`config.mk`:
```
export PLATFORM = sky130hd
export DESIGN_NAME = bod_monitor
export DESIGN_NICKNAME = d
export VERILOG_FILES = /design/src/logic/bod_pkg.sv /design/src/logic/bod_monitor.sv /design/src/logic/sample_tick.sv
export SDC_FILE = /design/constraint.sdc
export NUM_CORES = 1
export LEC_CHECK = 0
export BUFFER_PORTS_ARGS = -buffer_cell sky130_fd_sc_hd__buf_2
export CAP_MARGIN = 20
export CORE_AREA = 2 2 91 93
export DETAILED_ROUTE_END_ITERATION = 16
export DIE_AREA = 0 0 93 95
export PLACE_DENSITY = 0.83
export SETUP_SLACK_MARGIN = 0.15
export SLEW_MARGIN = 10
export SYNTH_ARGS = -nofsm -noshare
export SYNTH_HDL_FRONTEND = slang
export SYNTH_SLANG_ARGS = --single-unit
export TNS_END_PERCENT = 20
```
`constraint.sdc`:
```
create_clock -name SYS_CLK_I -period 7.4 [get_ports SYS_CLK_I]
set_clock_uncertainty 0.1 [all_clocks]
set_input_delay 1.48 -clock SYS_CLK_I [delete_from_list [all_inputs] [get_ports SYS_CLK_I]]
set_output_delay 1.48 -clock SYS_CLK_I [all_outputs]
set_load 0.05 [all_outputs]
```
`src/logic/bod_pkg.sv`:
```
//////////////////////////////////////////////////////////////////////////////
// Purpose: constants for the supply monitor and the reset-cause record
// Assumes: 32-bit wishbone data, byte addresses, 20 MHz system clock
// Notes:   offsets are byte addresses of aligned words
//////////////////////////////////////////////////////////////////////////////
package bod_pkg;

	// register map (byte addresses)
	localparam logic [7:0]  OFS_CAUSE  = 8'h00;
	localparam logic [7:0]  OFS_CTRL   = 8'h04;
	localparam logic [7:0]  OFS_FLAGS  = 8'h08;
	localparam logic [7:0]  OFS_MASK   = 8'h0C;
	localparam logic [7:0]  OFS_STATUS = 8'h10;

	// reset-cause record bit positions
	localparam int CAUSE_POWERON = 0;
	localparam int CAUSE_CORE    = 1;
	localparam int CAUSE_SUPPLY  = 2;
	localparam int CAUSE_PIN     = 4;
	localparam int CAUSE_WDOG    = 5;
	localparam int CAUSE_SYSREQ  = 6;
	localparam int CAUSE_W       = 8;

	// control register fields
	localparam int CTRL_ENABLE       = 1;
	localparam int CTRL_BAND         = 2;
	localparam int CTRL_ACT_SAMPLING = 3;
	localparam int CTRL_ASLEEP_SAMPL = 5;
	localparam int CTRL_KEEP_ASLEEP  = 6;
	localparam int CTRL_PSEL_LSB     = 8;
	localparam int CTRL_PSEL_W       = 4;
	localparam int CTRL_W            = 12;
	localparam logic [11:0] CTRL_RESET     = 12'h000;
	localparam logic [11:0] CTRL_WRITABLE  = 12'hF6E;

	// interrupt flag / mask bits
	localparam int FLAG_READY = 0;
	localparam int FLAG_DET   = 1;
	localparam int FLAG_SYNC  = 2;
	localparam int FLAG_W     = 3;
	localparam logic [2:0] MASK_RESET = 3'h0;

	// status register bits
	localparam int STAT_RESET_REQ = 0;
	localparam int STAT_SYNC_BUSY = 1;
	localparam int STAT_READY     = 2;

	// timing
	localparam int CLK_FREQ_HZ  = 20_000_000;
	localparam int PRESCALE_HZ  = 1_000;
	localparam int SYNC_TIME_NS = 200;
	localparam int SYNC_CYCLES  = (SYNC_TIME_NS * (CLK_FREQ_HZ / 1_000_000) + 999) / 1000;
	localparam int SYNC_CNT_W   = 4;
	localparam int TICK_CNT_W   = 17;

endpackage

```
`src/logic/bod_monitor.sv`:
```
//////////////////////////////////////////////////////////////////////////////
// Purpose: supply brown-out monitor control and reset-cause record
// Assumes: classic wishbone slave, comparator levels asynchronous
// Notes:   cause record is captured once, at the first enabled edge
//
// Operation
// - reset sets its own cause bit, clears others
// - sysreq bit6, watchdog bit5, pin bit4
// - supply bit2, core bit1, power-on bit0
// - cause record read-only byte at offset zero
// - byte, halfword and word accesses supported
// - guard blocks writes to protectable registers
// - sampling tick is 1 kHz over 2^(psel+1)
// - slow clock and comparator crossings are synchronised
// - band enable gives separate assert, release thresholds
// - band works in continuous and sampling mode
// - runs asleep only if enabled and kept
// - asleep select chooses sampling in standby
// - ready, sync-done and detect interrupt sources
// - flag set when the condition is evaluated, at the next tick in sampling mode
// - supply sources reset device, recorded in cause
//////////////////////////////////////////////////////////////////////////////
//
// The Wishbone slave port was left to the implementer.
`timescale 1ns/10ps
`default_nettype none
module bod_monitor (
	input  wire logic        SYS_CLK_I,
	input  wire logic        RSTN_I,
	input  wire logic        CE_I,
	input  wire logic        WB_CYC_I,
	input  wire logic        WB_STB_I,
	input  wire logic        WB_WE_I,
	input  wire logic [7:0]  WB_ADR_I,
	input  wire logic [3:0]  WB_SEL_I,
	input  wire logic [31:0] WB_DAT_I,
	output logic      [31:0] WB_DAT_O,
	output logic             WB_ACK_O,
	input  wire logic        WRITE_GUARD_I,
	input  wire logic        POWERON_SRC_I,
	input  wire logic        CORE_BOD_SRC_I,
	input  wire logic        SUPPLY_BOD_SRC_I,
	input  wire logic        PIN_RESET_SRC_I,
	input  wire logic        WATCHDOG_SRC_I,
	input  wire logic        SYSREQ_SRC_I,
	input  wire logic        STANDBY_I,
	input  wire logic        PRESCALER_CLK_I,
	input  wire logic        BELOW_ASSERT_I,
	input  wire logic        BELOW_RELEASE_I,
	output logic             BOD_RESET_O,
	output logic             IRQ_O
);

	typedef struct packed {
		logic                                ack;
		logic [31:0]                         dat;
		logic                                cause_pending;
		logic [bod_pkg::CAUSE_W-1:0]         cause;
		logic [bod_pkg::CTRL_W-1:0]          ctrl;
		logic [bod_pkg::CTRL_W-1:0]          live;
		logic [bod_pkg::SYNC_CNT_W-1:0]      sync_cnt;
		logic                                sync_busy;
		logic [bod_pkg::FLAG_W-1:0]          flags;
		logic [bod_pkg::FLAG_W-1:0]          mask;
		logic                                ba_meta;
		logic                                ba_sync;
		logic                                br_meta;
		logic                                br_sync;
		logic                                reset_req;
		logic                                ready;
		logic                                irq;
	} mon_state_t;

	mon_state_t s;
	mon_state_t next_s;
	logic       tick;
	logic       active;
	logic       sampling;
	logic       eval;
	logic       req;
	logic [31:0] wr_word;
	logic [bod_pkg::FLAG_W-1:0] set_ev;
	logic [bod_pkg::FLAG_W-1:0] clr_ev;

	// merge write data into a word by byte lane
	function automatic logic [31:0] merge_lanes(input logic [31:0] old_w, input logic [31:0] new_w,
		input logic [3:0] sel);
		logic [31:0] r;
		r = old_w;
		for (int i = 0; i < 4; i++) begin
			if (sel[i]) begin
				r[i*8 +: 8] = new_w[i*8 +: 8];
			end
		end
		return r;
	endfunction

	// one-hot cause, most fundamental source wins if several are seen
	function automatic logic [bod_pkg::CAUSE_W-1:0] pick_cause(input logic por, input logic core,
		input logic sup, input logic pin, input logic wdog, input logic sreq);
		logic [bod_pkg::CAUSE_W-1:0] c;
		c = '0;
		if (por) begin
			c[bod_pkg::CAUSE_POWERON] = 1'b1;
		end else if (core) begin
			c[bod_pkg::CAUSE_CORE] = 1'b1;
		end else if (sup) begin
			c[bod_pkg::CAUSE_SUPPLY] = 1'b1;
		end else if (pin) begin
			c[bod_pkg::CAUSE_PIN] = 1'b1;
		end else if (wdog) begin
			c[bod_pkg::CAUSE_WDOG] = 1'b1;
		end else if (sreq) begin
			c[bod_pkg::CAUSE_SYSREQ] = 1'b1;
		end else begin
			c[bod_pkg::CAUSE_POWERON] = 1'b1;
		end
		return c;
	endfunction

	////////////////////////////////////////////////////////////////////////////
	sample_tick u_tick (
		.clk_i      (SYS_CLK_I),
		.rst_n_i    (RSTN_I),
		.ce_i       (CE_I),
		.run_i      (active && sampling),
		.psel_i     (s.live[bod_pkg::CTRL_PSEL_LSB +: bod_pkg::CTRL_PSEL_W]),
		.slow_clk_i (PRESCALER_CLK_I),
		.tick_o     (tick)
	);

	////////////////////////////////////////////////////////////////////////////
	always_comb begin
		next_s  = s;
		set_ev  = '0;
		clr_ev  = '0;
		wr_word = '0;
		req     = WB_CYC_I && WB_STB_I && !s.ack;

		// comparator levels cross through two flops before use
		next_s.ba_meta = BELOW_ASSERT_I;
		next_s.ba_sync = s.ba_meta;
		next_s.br_meta = BELOW_RELEASE_I;
		next_s.br_sync = s.br_meta;

		// capture the reset cause once after release
		if (s.cause_pending) begin
			next_s.cause = pick_cause(POWERON_SRC_I, CORE_BOD_SRC_I, SUPPLY_BOD_SRC_I,
				PIN_RESET_SRC_I, WATCHDOG_SRC_I, SYSREQ_SRC_I);
			next_s.cause_pending = 1'b0;
		end

		// monitor operating mode
		active   = s.live[bod_pkg::CTRL_ENABLE] &&
			(!STANDBY_I || s.live[bod_pkg::CTRL_KEEP_ASLEEP]);
		sampling = STANDBY_I ? s.live[bod_pkg::CTRL_ASLEEP_SAMPL]
			: s.live[bod_pkg::CTRL_ACT_SAMPLING];
		eval     = active && (sampling ? tick : 1'b1);

		// same threshold logic for both modes, only the eval strobe differs
		if (!s.live[bod_pkg::CTRL_ENABLE]) begin
			next_s.reset_req = 1'b0;
			next_s.ready     = 1'b0;
		end else if (eval) begin
			if (s.ba_sync) begin
				next_s.reset_req = 1'b1;
				if (!s.reset_req) begin
					set_ev[bod_pkg::FLAG_DET] = 1'b1;
				end
			end else if (!s.live[bod_pkg::CTRL_BAND] || !s.br_sync) begin
				next_s.reset_req = 1'b0;
			end
			if (!s.ready) begin
				next_s.ready = 1'b1;
				set_ev[bod_pkg::FLAG_READY] = 1'b1;
			end
		end

		// control settles into the monitor after a fixed crossing delay
		if (s.sync_busy) begin
			if (s.sync_cnt == (bod_pkg::SYNC_CNT_W)'(bod_pkg::SYNC_CYCLES - 1)) begin
				next_s.live      = s.ctrl;
				next_s.sync_busy = 1'b0;
				set_ev[bod_pkg::FLAG_SYNC] = 1'b1;
			end else begin
				next_s.sync_cnt = s.sync_cnt + 1'b1;
			end
		end

		// wishbone: answer one cycle after the request is seen
		next_s.ack = req;
		if (req) begin
			next_s.dat = '0;
			unique case (WB_ADR_I)
				bod_pkg::OFS_CAUSE: begin
					next_s.dat[bod_pkg::CAUSE_W-1:0] = s.cause;
				end
				bod_pkg::OFS_CTRL: begin
					next_s.dat[bod_pkg::CTRL_W-1:0] = s.ctrl;
					wr_word = merge_lanes({20'h0_0000, s.ctrl}, WB_DAT_I, WB_SEL_I);
					if (WB_WE_I && !WRITE_GUARD_I) begin
						next_s.ctrl      = wr_word[bod_pkg::CTRL_W-1:0] & bod_pkg::CTRL_WRITABLE;
						next_s.sync_busy = 1'b1;
						next_s.sync_cnt  = '0;
					end
				end
				bod_pkg::OFS_FLAGS: begin
					next_s.dat[bod_pkg::FLAG_W-1:0] = s.flags;
					if (WB_WE_I && WB_SEL_I[0]) begin
						clr_ev = WB_DAT_I[bod_pkg::FLAG_W-1:0];
					end
				end
				bod_pkg::OFS_MASK: begin
					next_s.dat[bod_pkg::FLAG_W-1:0] = s.mask;
					if (WB_WE_I && WB_SEL_I[0] && !WRITE_GUARD_I) begin
						next_s.mask = WB_DAT_I[bod_pkg::FLAG_W-1:0];
					end
				end
				bod_pkg::OFS_STATUS: begin
					next_s.dat[bod_pkg::STAT_RESET_REQ] = s.reset_req;
					next_s.dat[bod_pkg::STAT_SYNC_BUSY] = s.sync_busy;
					next_s.dat[bod_pkg::STAT_READY]     = s.ready;
				end
				default: begin
					next_s.dat = '0;
				end
			endcase
		end

		// a new event wins over a clear in the same cycle
		next_s.flags = (s.flags & ~clr_ev) | set_ev;
		next_s.irq   = |(next_s.flags & next_s.mask);
	end

	////////////////////////////////////////////////////////////////////////////
	always_ff @(posedge SYS_CLK_I or negedge RSTN_I) begin
		if (!RSTN_I) begin
			s               <= '0;
			s.cause_pending <= 1'b1;
			s.ctrl          <= bod_pkg::CTRL_RESET;
			s.live          <= bod_pkg::CTRL_RESET;
			s.mask          <= bod_pkg::MASK_RESET;
		end else if (CE_I) begin
			s <= next_s;
		end
	end

	assign WB_DAT_O    = s.dat;
	assign WB_ACK_O    = s.ack;
	assign BOD_RESET_O = s.reset_req;
	assign IRQ_O       = s.irq;

endmodule
`default_nettype wire

```
`src/logic/sample_tick.sv`:
```
//////////////////////////////////////////////////////////////////////////////
// Purpose: sampling tick from the slow prescaler clock
// Assumes: prescaler clock is far slower than the system clock
// Notes:   one tick every 2^(psel+1) prescaler periods
//////////////////////////////////////////////////////////////////////////////
`timescale 1ns/10ps
`default_nettype none
module sample_tick (
	input  wire logic                          clk_i,
	input  wire logic                          rst_n_i,
	input  wire logic                          ce_i,
	input  wire logic                          run_i,
	input  wire logic [bod_pkg::CTRL_PSEL_W-1:0] psel_i,
	input  wire logic                          slow_clk_i,
	output logic                               tick_o
);

	typedef struct packed {
		logic                          meta;
		logic                          sync;
		logic                          prev;
		logic [bod_pkg::TICK_CNT_W-1:0] cnt;
		logic                          tick;
	} tick_state_t;

	tick_state_t s;
	tick_state_t next_s;
	logic [bod_pkg::TICK_CNT_W-1:0] last;

	////////////////////////////////////////////////////////////////////////////
	always_comb begin
		next_s      = s;
		next_s.meta = slow_clk_i;
		next_s.sync = s.meta;
		next_s.prev = s.sync;
		next_s.tick = 1'b0;
		last        = (bod_pkg::TICK_CNT_W)'((32'd2 << psel_i) - 32'd1);
		if (!run_i) begin
			next_s.cnt = '0;
		end else if (s.sync && !s.prev) begin
			// divide the 1 kHz edges by two to the power psel+1
			if (s.cnt >= last) begin
				next_s.cnt  = '0;
				next_s.tick = 1'b1;
			end else begin
				next_s.cnt = s.cnt + 1'b1;
			end
		end
	end

	always_ff @(posedge clk_i or negedge rst_n_i) begin
		if (!rst_n_i) begin
			s <= '0;
		end else if (ce_i) begin
			s <= next_s;
		end
	end

	assign tick_o = s.tick;

endmodule
`default_nettype wire

```
Word-level counts from Yosys, hierarchy flattened
Cells that the tools add are included.
{"block": "word_totals", "regBits": 77, "in_bits": 61, "out_inout_bits": 35, "word_cells": 118}
{"block": "classes", "addsub": 3, "order_cmp": 1, "eq_ne": 8, "shift": 1, "n_mux": 51, "n_bitwise": 4, "n_reduce_logical": 27}
{"operator": "$mux 17", "count": 2}
{"operator": "$mux 3", "count": 9}
{"operator": "$mux 1", "count": 25}
{"operator": "$mux 5", "count": 4}
{"operator": "$mux 18", "count": 1}
{"operator": "$add 17x1->17 const B", "count": 1}
{"operator": "$ge 17x17->1", "count": 1}
{"operator": "$shl 2x4->17 const A", "count": 1}
{"operator": "$sub 17x1->17 const B", "count": 1}
{"operator": "$eq 8x4->1 const B", "count": 2}
{"operator": "$pmux 3 s5", "count": 1}
{"operator": "$mux 2", "count": 6}
{"operator": "$reduce_and 5->1", "count": 2}
{"operator": "$logic_and 1x1->1", "count": 9}
{"operator": "$eq 8x3->1 const B", "count": 1}
{"operator": "$eq 8x5->1 const B", "count": 1}
{"operator": "$logic_not 8->1", "count": 1}
{"operator": "$mux 4", "count": 2}
{"operator": "$pmux 4 s2", "count": 1}
{"operator": "$reduce_and 2->1", "count": 4}
{"operator": "$and 3x3->3", "count": 2}
{"operator": "$logic_not 1->1", "count": 6}
{"operator": "$reduce_and 3->1", "count": 2}
{"operator": "$add 4x1->4 const B", "count": 1}
{"operator": "8 further kinds", "count": 9}

Logic depth before layout (Yosys ltp)
Gate-level depths: netlist (run 1).
{"block": "depth", "depth_word": 9, "ltp_mapped": 16, "ltp_nobuf": 14}

Hierarchy
A second synthesis (run 1) with hierarchy kept.
{"block": "hier_totals", "cells_unflattened": 470, "hier_area_um2": 4638.2}
{"module": "bod_monitor", "n_inst": 1, "cells_per_inst": 256, "area_per_inst_um2": 2840.2, "seq_area_each_um2": 1377.6}
{"module": "sample_tick", "n_inst": 1, "cells_per_inst": 214, "area_per_inst_um2": 1798.0, "seq_area_each_um2": 525.5}

Worst setup path before layout (run 1)
Ideal clock, no wire load.
{"block": "synth_path", "path_type": "reg-to-reg", "start": "register s[27] in the netlist's numbering", "end": "register u_tick.s[10] in the netlist's numbering", "setup_time_ps": 116, "arrival_time_ps": 3776, "t_required_ps": 7184, "path_slack_ps": 3409, "stages_incl_launch_ff": 16, "n_path_buf": 3, "synth_period_minus_slack_ps": 3991, "cell_sequence": "dfrtp_1 -> clkbuf_1 -> or2_2 -> or3_1 -> ha_1 -> clkbuf_1 -> a21oi_1 -> o21a_1 -> ha_1 -> and3_1 -> a221o_1 -> a2111oi_0 -> and3_1 -> buf_2 -> nand2_1 -> o311ai_0"}
{"block": "synth_via", "elab_chain_cells": 6}
{"element": "from (decl)", "line_no": "bod_monitor.sv:74", "rtl": "mon_state_t s;"}
{"element": "from (signal assigned)", "line_no": "bod_monitor.sv:244", "rtl": "s <= next_s;"}
{"element": "$shl 2x4->17", "line_no": "sample_tick.sv:37", "rtl": "last = (bod_pkg::TICK_CNT_W)'((32'd2 << psel_i) - 32'd1);"}
{"element": "$sub 17x1->17", "line_no": "sample_tick.sv:37"}
{"element": "$ge 17x17->1", "line_no": "sample_tick.sv:42", "rtl": "if (s.cnt >= last) begin"}
{"element": "$mux 17", "line_no": "sample_tick.sv:42"}
{"element": "$mux 18", "line_no": "sample_tick.sv:40", "rtl": "end else if (s.sync && !s.prev) begin"}
{"element": "$mux 17", "line_no": "sample_tick.sv:38", "rtl": "if (!run_i) begin"}
{"element": "to (signal assigned)", "line_no": "sample_tick.sv:55", "rtl": "s <= next_s;"}
{"element": "to (decl)", "line_no": "sample_tick.sv:26", "rtl": "tick_state_t s;"}
No other way between the ends. The select of a mux whose other input is x is not followed.
A chain may end at the register's enable or synchronous reset.

Final worst setup path (run 1)
{"block": "layout_path", "start": "register s[27] in the netlist's numbering", "end": "register u_tick.s[7] in the netlist's numbering"}
Same word-level chain as after synthesis.

==> run_results.csv, run 1 <==
group,metric,value,unit
run_status,run_status,"finished clean",
pwr,worst_ir_drop_vdd,0.000124,V
die,initial_utilization,56.5,%
yosys,netlist_instances,461,
sta,report.final.setup_viol,0,
yosys,synth_cell_type_count,61,
cts,numCtsBuffers,9,
sta,worst-slew-pin-transition,0.960,ns
yosys,synth_xor_xnor_area_share,0.391,%
detailed_routing,highest_layer,"met4",
grt,initial_antenna_violation_count,0,
grt,via_count_of_the_first_global_routing_pass,3381,
yosys,yosys_register_bits,76,
pwr,power_frac_clock,44.2,%
cts,cts-hold-fix-buffers,0,
setup_path,max_stage_delay,0.56,ns
finish,nets,570,
sta,maxSlewHeadroom,36.0,%
die,rows,33,
setup_path,worstSetupStartpointType,"flip-flop",
setup_path,cp_data_required_time,7.60,ns
setup_path,crit_slowest_cell,"sky130_fd_sc_hd__dfrtp_1",
yosys,synth.top_cells.by_count,"75 x sky130_fd_sc_hd__dfrtp_1, 41 x sky130_fd_sc_hd__nand2_1, 32 x sky130_fd_sc_hd__buf_4",
detailed_routing,drt_first_pass_iters,5,
detailed_routing,drc,0,
cts,cts-resized-gates,0,
yosys,synthTopCellsByArea,"sky130_fd_sc_hd__dfrtp_1 42%, sky130_fd_sc_hd__mux2_2 6.8%, sky130_fd_sc_hd__buf_4 5.4%",
grt,total_gr_overflow,0,
yosys,largest_family_of_logic_cells_by_synthesized_area,"simple AND/OR/NAND/NOR gates",
setup_path,timing.critical_path.mode_cell,"sky130_fd_sc_hd__ha_1",
yosys,synthAdderAreaFrac,5.31,%
detailed_routing,routedWlPerCell,15.8,um
die,io_pins,96,
cts,tritoncts,"done",
yosys,synth-compound-area-share,16.0,%
detailed_routing,met3RoutedLength,514,um
cts,cts.reportedPaths.clkPinSlew,0.08,ns
yosys,yosysWarnings,0,
grt,grt_max_degree,77,
cts,clock-root-buffer,"sky130_fd_sc_hd__clkbuf_8",
cts,clock_network_latency_to_the_later_pin_of_the_worst_skew_pair,0.36,ns
yosys,synth-seq-area-share,42.5,%
cts,clock_tree.buffer_depth,2,
yosys,netlist_area,4480,um^2
sta,finalCriticalPeriod,4.89,ns
die,design.die.area,8840,um^2
setup_path,cp_data_arrival_time,5.09,ns
pwr,pwr_density_cell,187,nW/um^2
setup_path,critPathMaxFanout,18,
detailed_routing,drt-vias-per-instance,5.90,
yosys,synth.area.mux_share,8.36,%
finish,utilization,61.1,%
yosys,ys.flop_type,"sky130_fd_sc_hd__dfrtp_1",
grt,grt_pass1_wl,15900,um
pwr,total_switching_power,0.222,mW
detailed_routing,detailedRoute.firstIterationViolations,214,
die,floorplan.die.width,93,um
yosys,yosysTopAreaCell,"sky130_fd_sc_hd__dfrtp_1",
yosys,synth_edf_count,0,
cts,numClockSinks,76,
sta,fin_crit_sh,66.1,%
yosys,syn_avg_cell_area,9.71,um^2
pwr,internal_power,0.683,mW
setup_path,cp_capture_type,"flip-flop",
pwr,seq_power_share,47.2,%
sta,drv_slew,0,
detailed_routing,wl_met2,4700,um
sta,fin_setup_tns,0,ns
sta,fmaxAchievable,204,MHz
finish,drive_gt1_share,20.6,%
pwr,power.share.switching,24.5,%
grt,grtUsageTotal,23.1,%
yosys,yosys.area_share.simple,18.1,%
setup_path,crit_chain,"or2_2 -> or3_1 -> ha_1 -> nor3_1 -> a21oi_1 -> o21a_1 -> ha_1 -> and3_1 -> a221o_1 -> a2111oi_0 -> nand3_1 -> nor2_1 -> a22o_1",
place,port_buffers,50,
finish,antenna_cells,0,
detailed_routing,num_vias,3538,
yosys,synthMostInstantiatedCell,"sky130_fd_sc_hd__dfrtp_1",
detailed_routing,wl_met1,4120,um
flow_run,max_cap_violations,0,
cts,post_cts.repair.setup_buffers,0,
cts,cts.htree.levels,3,
setup_path,timing_worst_setup_path_type,"flip-flop to flip-flop",
place,hpwl,6780,um
place,gp_congestion,0.834,
sta,finalHoldViolCount,0,
sta,setup_repair_after_global_routing_missed_its_margin,"false",
finish,nFillCells,680,
die,floorplan.die.height,95,um
yosys,ys_async_sr_fraction,100,%
detailed_routing,drtAntennaViolNets,0,
pwr,power.static_leakage,2.40,nW
finish,signed_area_change_from_the_synthesized_netlist_to_the_final_layout,8.22,%
min_path,timing.hold.worst.class,"flip-flop to flip-flop",
detailed_routing,finalWirelength,9500,um
die,core_region_area,7930,um^2
yosys,top_area_cell_type_share_of_the_netlist_area,41.9,%
pwr,share_comb_of_total_power,8.5,%
## cells by family after synthesis
kind of cell    after synthesis
other cells                   2
flops                        76
mux                          34
buf+inv                      69
simple gates                151
compound gates              108
fa+ha+maj                    19
xor+xnor                      2
## state kept, by name, indices dropped and copies added, names as in the netlist
name	count
u_tick.tick_o	1
next_s	2
s	39
u_tick.s	18
u_tick.next_s	2
IRQ_O	1
WB_ACK_O	1
WB_DAT_O	11
BOD_RESET_O	1
## power by group through the flow
stage / Combinational [mW] / Sequential [mW] / Clock [mW]
6_report: 0.0773 / 0.427 / 0.400
5_1_grt: 0.0844 / 0.429 / 0.422
4_1_cts: 0.0780 / 0.427 / 0.402
3_5_place_dp: 0.0776 / 0.436 / 0
3_3_place_gp: 0.0755 / 0.435 / 0
2_1_floorplan: 0.0560 / 0.439 / 0
## per-layer routing
metal,GRT usage (%),vias up
met2,38.9,112
met5,0,-
met3,3.75,17
met4,10.4,0
li1,-,1684
met1,29.4,1725
## per-stage QoR
| step | area (um^2) | hold WS [ns] | cells | power [mW] | worst slack, ns |
|---|---|---|---|---|---|
| after floorplan | 4550 | 0.344 | 481 | 0.495 | 3.41 |
| after global placement | 4590 | 0.352 | 584 | 0.511 | 2.69 |
| after global routing | 4840 | 0.408 | 600 | 0.935 | 2.19 |
| final | 4840 | 0.385 | 600 | 0.905 | 2.51 |
| after CTS | 4840 | 0.390 | 600 | 0.908 | 2.50 |
| after detailed placement | 4590 | 0.372 | 584 | 0.513 | 2.53 |
## critical path: cells and delay by family (launching register included)
kind	cells	cell delay [ns]
AO/OA/AOI/OAI	5	1.38
adder cells (fa/ha/maj)	2	0.65
flip-flops	1	0.56
AND/OR/NAND/NOR	6	2.13
## placed cells by master, fill, tap and decap left out, drive strengths merged, types with 4 or more instances in the layout
cell	n
a21o	6
a21oi	20
a22o	14
a31oi	5
and2	4
and3	17
buf	51
clkbuf	12
conb	22
dfrtp	75
ha	19
inv	16
mux2	27
mux2i	7
nand2	41
nand3	20
nand4	5
nor2	18
nor2b	9
nor3	13
o21ai	31
o31ai	5
or3	4
## cell type report
type | count | area [um^2] | share of cell area (%)
Tap cell | 105 | 131 | 2.71
Inverter | 16 | 60.1 | 1.24
Clock buffer | 12 | 155 | 3.20
Timing Repair Buffer | 51 | 260 | 5.37
Clock inverter | 4 | 95.1 | 1.96
Multi-Input combinational cell | 336 | 2240 | 46.2
Sequential cell | 76 | 1900 | 39.3
## worst paths after layout
| path | slack [ns] | end | start | cells after the start |
|---|---|---|---|---|
| max | 2.51 | u_tick.s[7] | s[27] | 13 |
| min | 0.38 | WB_DAT_O[5] | WB_DAT_O[5] | 2 |
| max reg2reg | 2.51 | u_tick.s[7] | s[27] | 13 |
| min reg2reg | 0.38 | WB_DAT_O[5] | WB_DAT_O[5] | 2 |
| max in group asynchronous | 5.40 | s[9] | RSTN_I | 1 |
| min in group asynchronous | 1.17 | s[14] | RSTN_I | 1 |
(Power assumes the default switching activity.)
==> run 2, diff against run 1 <==
--- a/config.mk
+++ b/config.mk
@@ -7,10 +7,10 @@
 export LEC_CHECK = 0
 export BUFFER_PORTS_ARGS = -buffer_cell sky130_fd_sc_hd__buf_2
 export CAP_MARGIN = 20
-export CORE_AREA = 2 2 91 93
+export CORE_AREA = 2 2 94 96
 export DETAILED_ROUTE_END_ITERATION = 16
-export DIE_AREA = 0 0 93 95
-export PLACE_DENSITY = 0.83
+export DIE_AREA = 0 0 96 98
+export PLACE_DENSITY = 0.79
 export SETUP_SLACK_MARGIN = 0.15
 export SLEW_MARGIN = 10
 export SYNTH_ARGS = -nofsm -noshare
==> constraint.sdc (replaced) <==
create_clock -name SYS_CLK_I -period 4.7 [get_ports SYS_CLK_I]
set_clock_uncertainty 0.1 [all_clocks]
set_input_delay 0.94 -clock SYS_CLK_I [delete_from_list [all_inputs] [get_ports SYS_CLK_I]]
set_output_delay 0.94 -clock SYS_CLK_I [all_outputs]
set_load 0.05 [all_outputs]
==> run 2 against run 1 <==
Against the previous run: register-to-register slack got worse by 2.0 ns; sequential share of layout area unchanged; sequential power up 58%; first-iteration DRC count down 28%; worst setup slack worse by 2.0 ns; maximum frequency rose by 15%; die area up 6.5%; critical path type unchanged; largest cell class unchanged.
==> run_results.csv, run 2 (synthesis gave the netlist of run 1 again) <==
group,metric,value,unit
detailed_routing,drtAntennaViolNets,0,
setup_path,critPathMaxFanout,12,
cts,clock_tree.buffer_depth,2,
pwr,worst_ir_drop_vdd,0.000183,V
cts,cts.reportedPaths.clkPinSlew,0.08,ns
sta,fmaxAchievable,236,MHz
sta,worst-slew-pin-transition,0.994,ns
finish,layout.cells.most_common,"sky130_fd_sc_hd__dfrtp_1",
pwr,pwr_density_cell,268,nW/um^2
grt,grt_pass1_wl,15900,um
place,hpwl,6910,um
finish,nFillCells,772,
setup_path,cp.depth,16,
sta,finalHoldViolCount,0,
grt,via_count_of_the_first_global_routing_pass,3396,
die,io_pins,96,
detailed_routing,drt-vias-per-instance,5.82,
sta,drv_slew,0,
cts,clock-root-buffer,"sky130_fd_sc_hd__clkbuf_8",
place,port_buffers,50,
setup_path,worst_reg2reg_path_length_in_cells,16,
die,initial_utilization,52.9,%
die,core_region_area,8470,um^2
cts,cts.htree.levels,3,
finish,largest_register_ff_count,39,
setup_path,timing_worst_setup_path_type,"flip-flop to flip-flop",
detailed_routing,num_vias,3548,
sta,maxSlewHeadroom,32.8,%
finish,layout_common_cells,"75 x sky130_fd_sc_hd__dfrtp_1, 49 x sky130_fd_sc_hd__buf_2, 41 x sky130_fd_sc_hd__nand2_1",
setup_path,worstSetupStartpointType,"flip-flop",
setup_path,cp_data_arrival_time,4.39,ns
cts,post_cts.repair.setup_buffers,0,
die,design.die.area,9410,um^2
detailed_routing,detailedRoute.firstIterationViolations,154,
min_path,timing.hold.worst.class,"flip-flop to flip-flop",
finish,postLayoutCellArea,4840,um^2
setup_path,crit_family,"simple AND/OR/NAND/NOR gates",
detailed_routing,drt_first_pass_iters,5,
finish,finish.cell_count_without_fillers,610,
detailed_routing,drc,0,
flow_run,max_cap_violations,0,
grt,grtUsageTotal,21.5,%
grt,grt_max_degree,77,
finish,drive_gt1_share,21.7,%
finish,antenna_cells,0,
grt,total_gr_overflow,0,
setup_path,cp_capture_type,"flip-flop",
setup_path,crit_slowest_cell,"sky130_fd_sc_hd__dfrtp_1",
finish,multiInputGateArea,2240,um^2
finish,layout.area.seq,1900,um^2
place,placed_cells_incl_taps,594,
detailed_routing,finalWirelength,9440,um
place,dpl-instance-area,4650,um^2
die,floorplan.die.width,96,um
setup_path,max_stage_delay,0.50,ns
die,rows,34,
finish,registers.top_by_ff_count,"s",
cts,clock_network_latency_to_the_later_pin_of_the_worst_skew_pair,0.36,ns
place,gp_congestion,0.864,
finish,nets,577,
run_status,run_status,"finished clean",
sta,fin_setup_tns,0,ns
detailed_routing,routedWlPerCell,15.5,um
grt,initial_antenna_violation_count,0,
cts,numClockSinks,76,
finish,utilization,57.2,%
finish,signed_area_change_from_the_synthesized_netlist_to_the_final_layout,8.22,%
cts,tritoncts,"done",
die,floorplan.die.height,98,um
sta,report.final.setup_viol,0,
min_path,whs_path_depth,2,
sta,finalCriticalPeriod,4.24,ns
pwr,power.static_leakage,2.41,nW
setup_path,cp_data_required_time,4.85,ns
setup_path,crit_chain,"or2_2 -> or3_1 -> ha_1 -> nor3b_1 -> a22oi_1 -> nor2_1 -> a41oi_1 -> ha_1 -> nand4_1 -> nor3_1 -> o2111ai_1 -> nand3_1 -> buf_4 -> nor2_1 -> buf_4 -> a22o_1",
sta,setup_repair_after_global_routing_missed_its_margin,"true",
pwr,power.total,1.30,mW
cts,numCtsBuffers,9,
sta,fin_crit_sh,90.1,%
setup_path,timing.critical_path.buf_inv,2,
[run 2: cell count changes in the layout (fill, tap and decap cells not counted)]
cell | previous run | this run
sky130_fd_sc_hd__bufinv_16 | 3 | 1
sky130_fd_sc_hd__a2111oi_1 | 0 | 1
sky130_fd_sc_hd__o311ai_1 | 0 | 1
sky130_fd_sc_hd__o311ai_0 | 3 | 2
sky130_fd_sc_hd__a2111oi_0 | 1 | 0
sky130_fd_sc_hd__buf_4 | 2 | 9
sky130_fd_sc_hd__clkinvlp_4 | 0 | 1
sky130_fd_sc_hd__clkinv_4 | 0 | 2
sky130_fd_sc_hd__clkinv_2 | 1 | 2
sky130_fd_sc_hd__clkbuf_8 | 11 | 9
[run 2: layout make-up]
class	count	area share (%)
Clock buffer	10	2.63
Tap cell	108	2.79
Inverter	16	1.24
Multi-Input combinational cell	336	46.3
Clock inverter	6	1.34
Timing Repair Buffer	58	6.46
Sequential cell	76	39.3
[run 2: per-layer routing]
metal	vias to the layer above	global-route usage, %	part of all wire (%)
li1	1705	-	-
met1	1734	28.8	46
met2	93	33.9	48
met3	16	4.01	4.4
met4	0	8.90	2.0
met5	-	0	0
[run 2: final timing paths]
kind / to / from / slack, ns
setup / recovery: u_tick.s[4] / s[26] / 0.46
hold / removal: s[5] / next_s[5] / 0.39
setup reg to reg: u_tick.s[4] / s[26] / 0.46
hold reg to reg: s[5] / next_s[5] / 0.39
max in group asynchronous: u_tick.s[9] / RSTN_I / 3.26
min in group asynchronous: WB_DAT_O[4] / RSTN_I / 0.62
[run 2: report_power, final]
part | internal (mW) | switching, mW | total [mW]
Combinational | 0.0301 | 0.0917 | 0.122
Clock | 0.245 | 0.256 | 0.501
Sequential | 0.665 | 0.00787 | 0.673
Total | 0.940 | 0.356 | 1.30
[run 2: through the flow]
step                worst slack [ns]  hold WS, ns
floorplan                      0.709        0.344
global placement               0.592        0.356
detailed placement             0.386        0.369
CTS                            0.403        0.389
global route                   0.128        0.398
finish                         0.464        0.385
[run 2: worst reg2reg max path, cell delays in order, from the launching register on]
cell	delay, ns
sky130_fd_sc_hd__dfrtp_1	0.50
sky130_fd_sc_hd__or2_2	0.37
sky130_fd_sc_hd__or3_1	0.34
sky130_fd_sc_hd__ha_1	0.25
sky130_fd_sc_hd__nor3b_1	0.38
sky130_fd_sc_hd__a22oi_1	0.13
sky130_fd_sc_hd__nor2_1	0.12
sky130_fd_sc_hd__a41oi_1	0.08
sky130_fd_sc_hd__ha_1	0.34
sky130_fd_sc_hd__nand4_1	0.14
sky130_fd_sc_hd__nor3_1	0.38
sky130_fd_sc_hd__o2111ai_1	0.25
sky130_fd_sc_hd__nand3_1	0.16
sky130_fd_sc_hd__buf_4	0.18
sky130_fd_sc_hd__nor2_1	0.05
sky130_fd_sc_hd__buf_4	0.16
sky130_fd_sc_hd__a22o_1	0.21
[run 2: timing repair]
| item | CTS | global route |
|---|---|---|
| setup endpoints to repair | 0 | 2 |
| gates resized for setup | 0 | 2 |
| hold buffers | 0 | 0 |
| hold endpoints to repair | 0 | 0 |
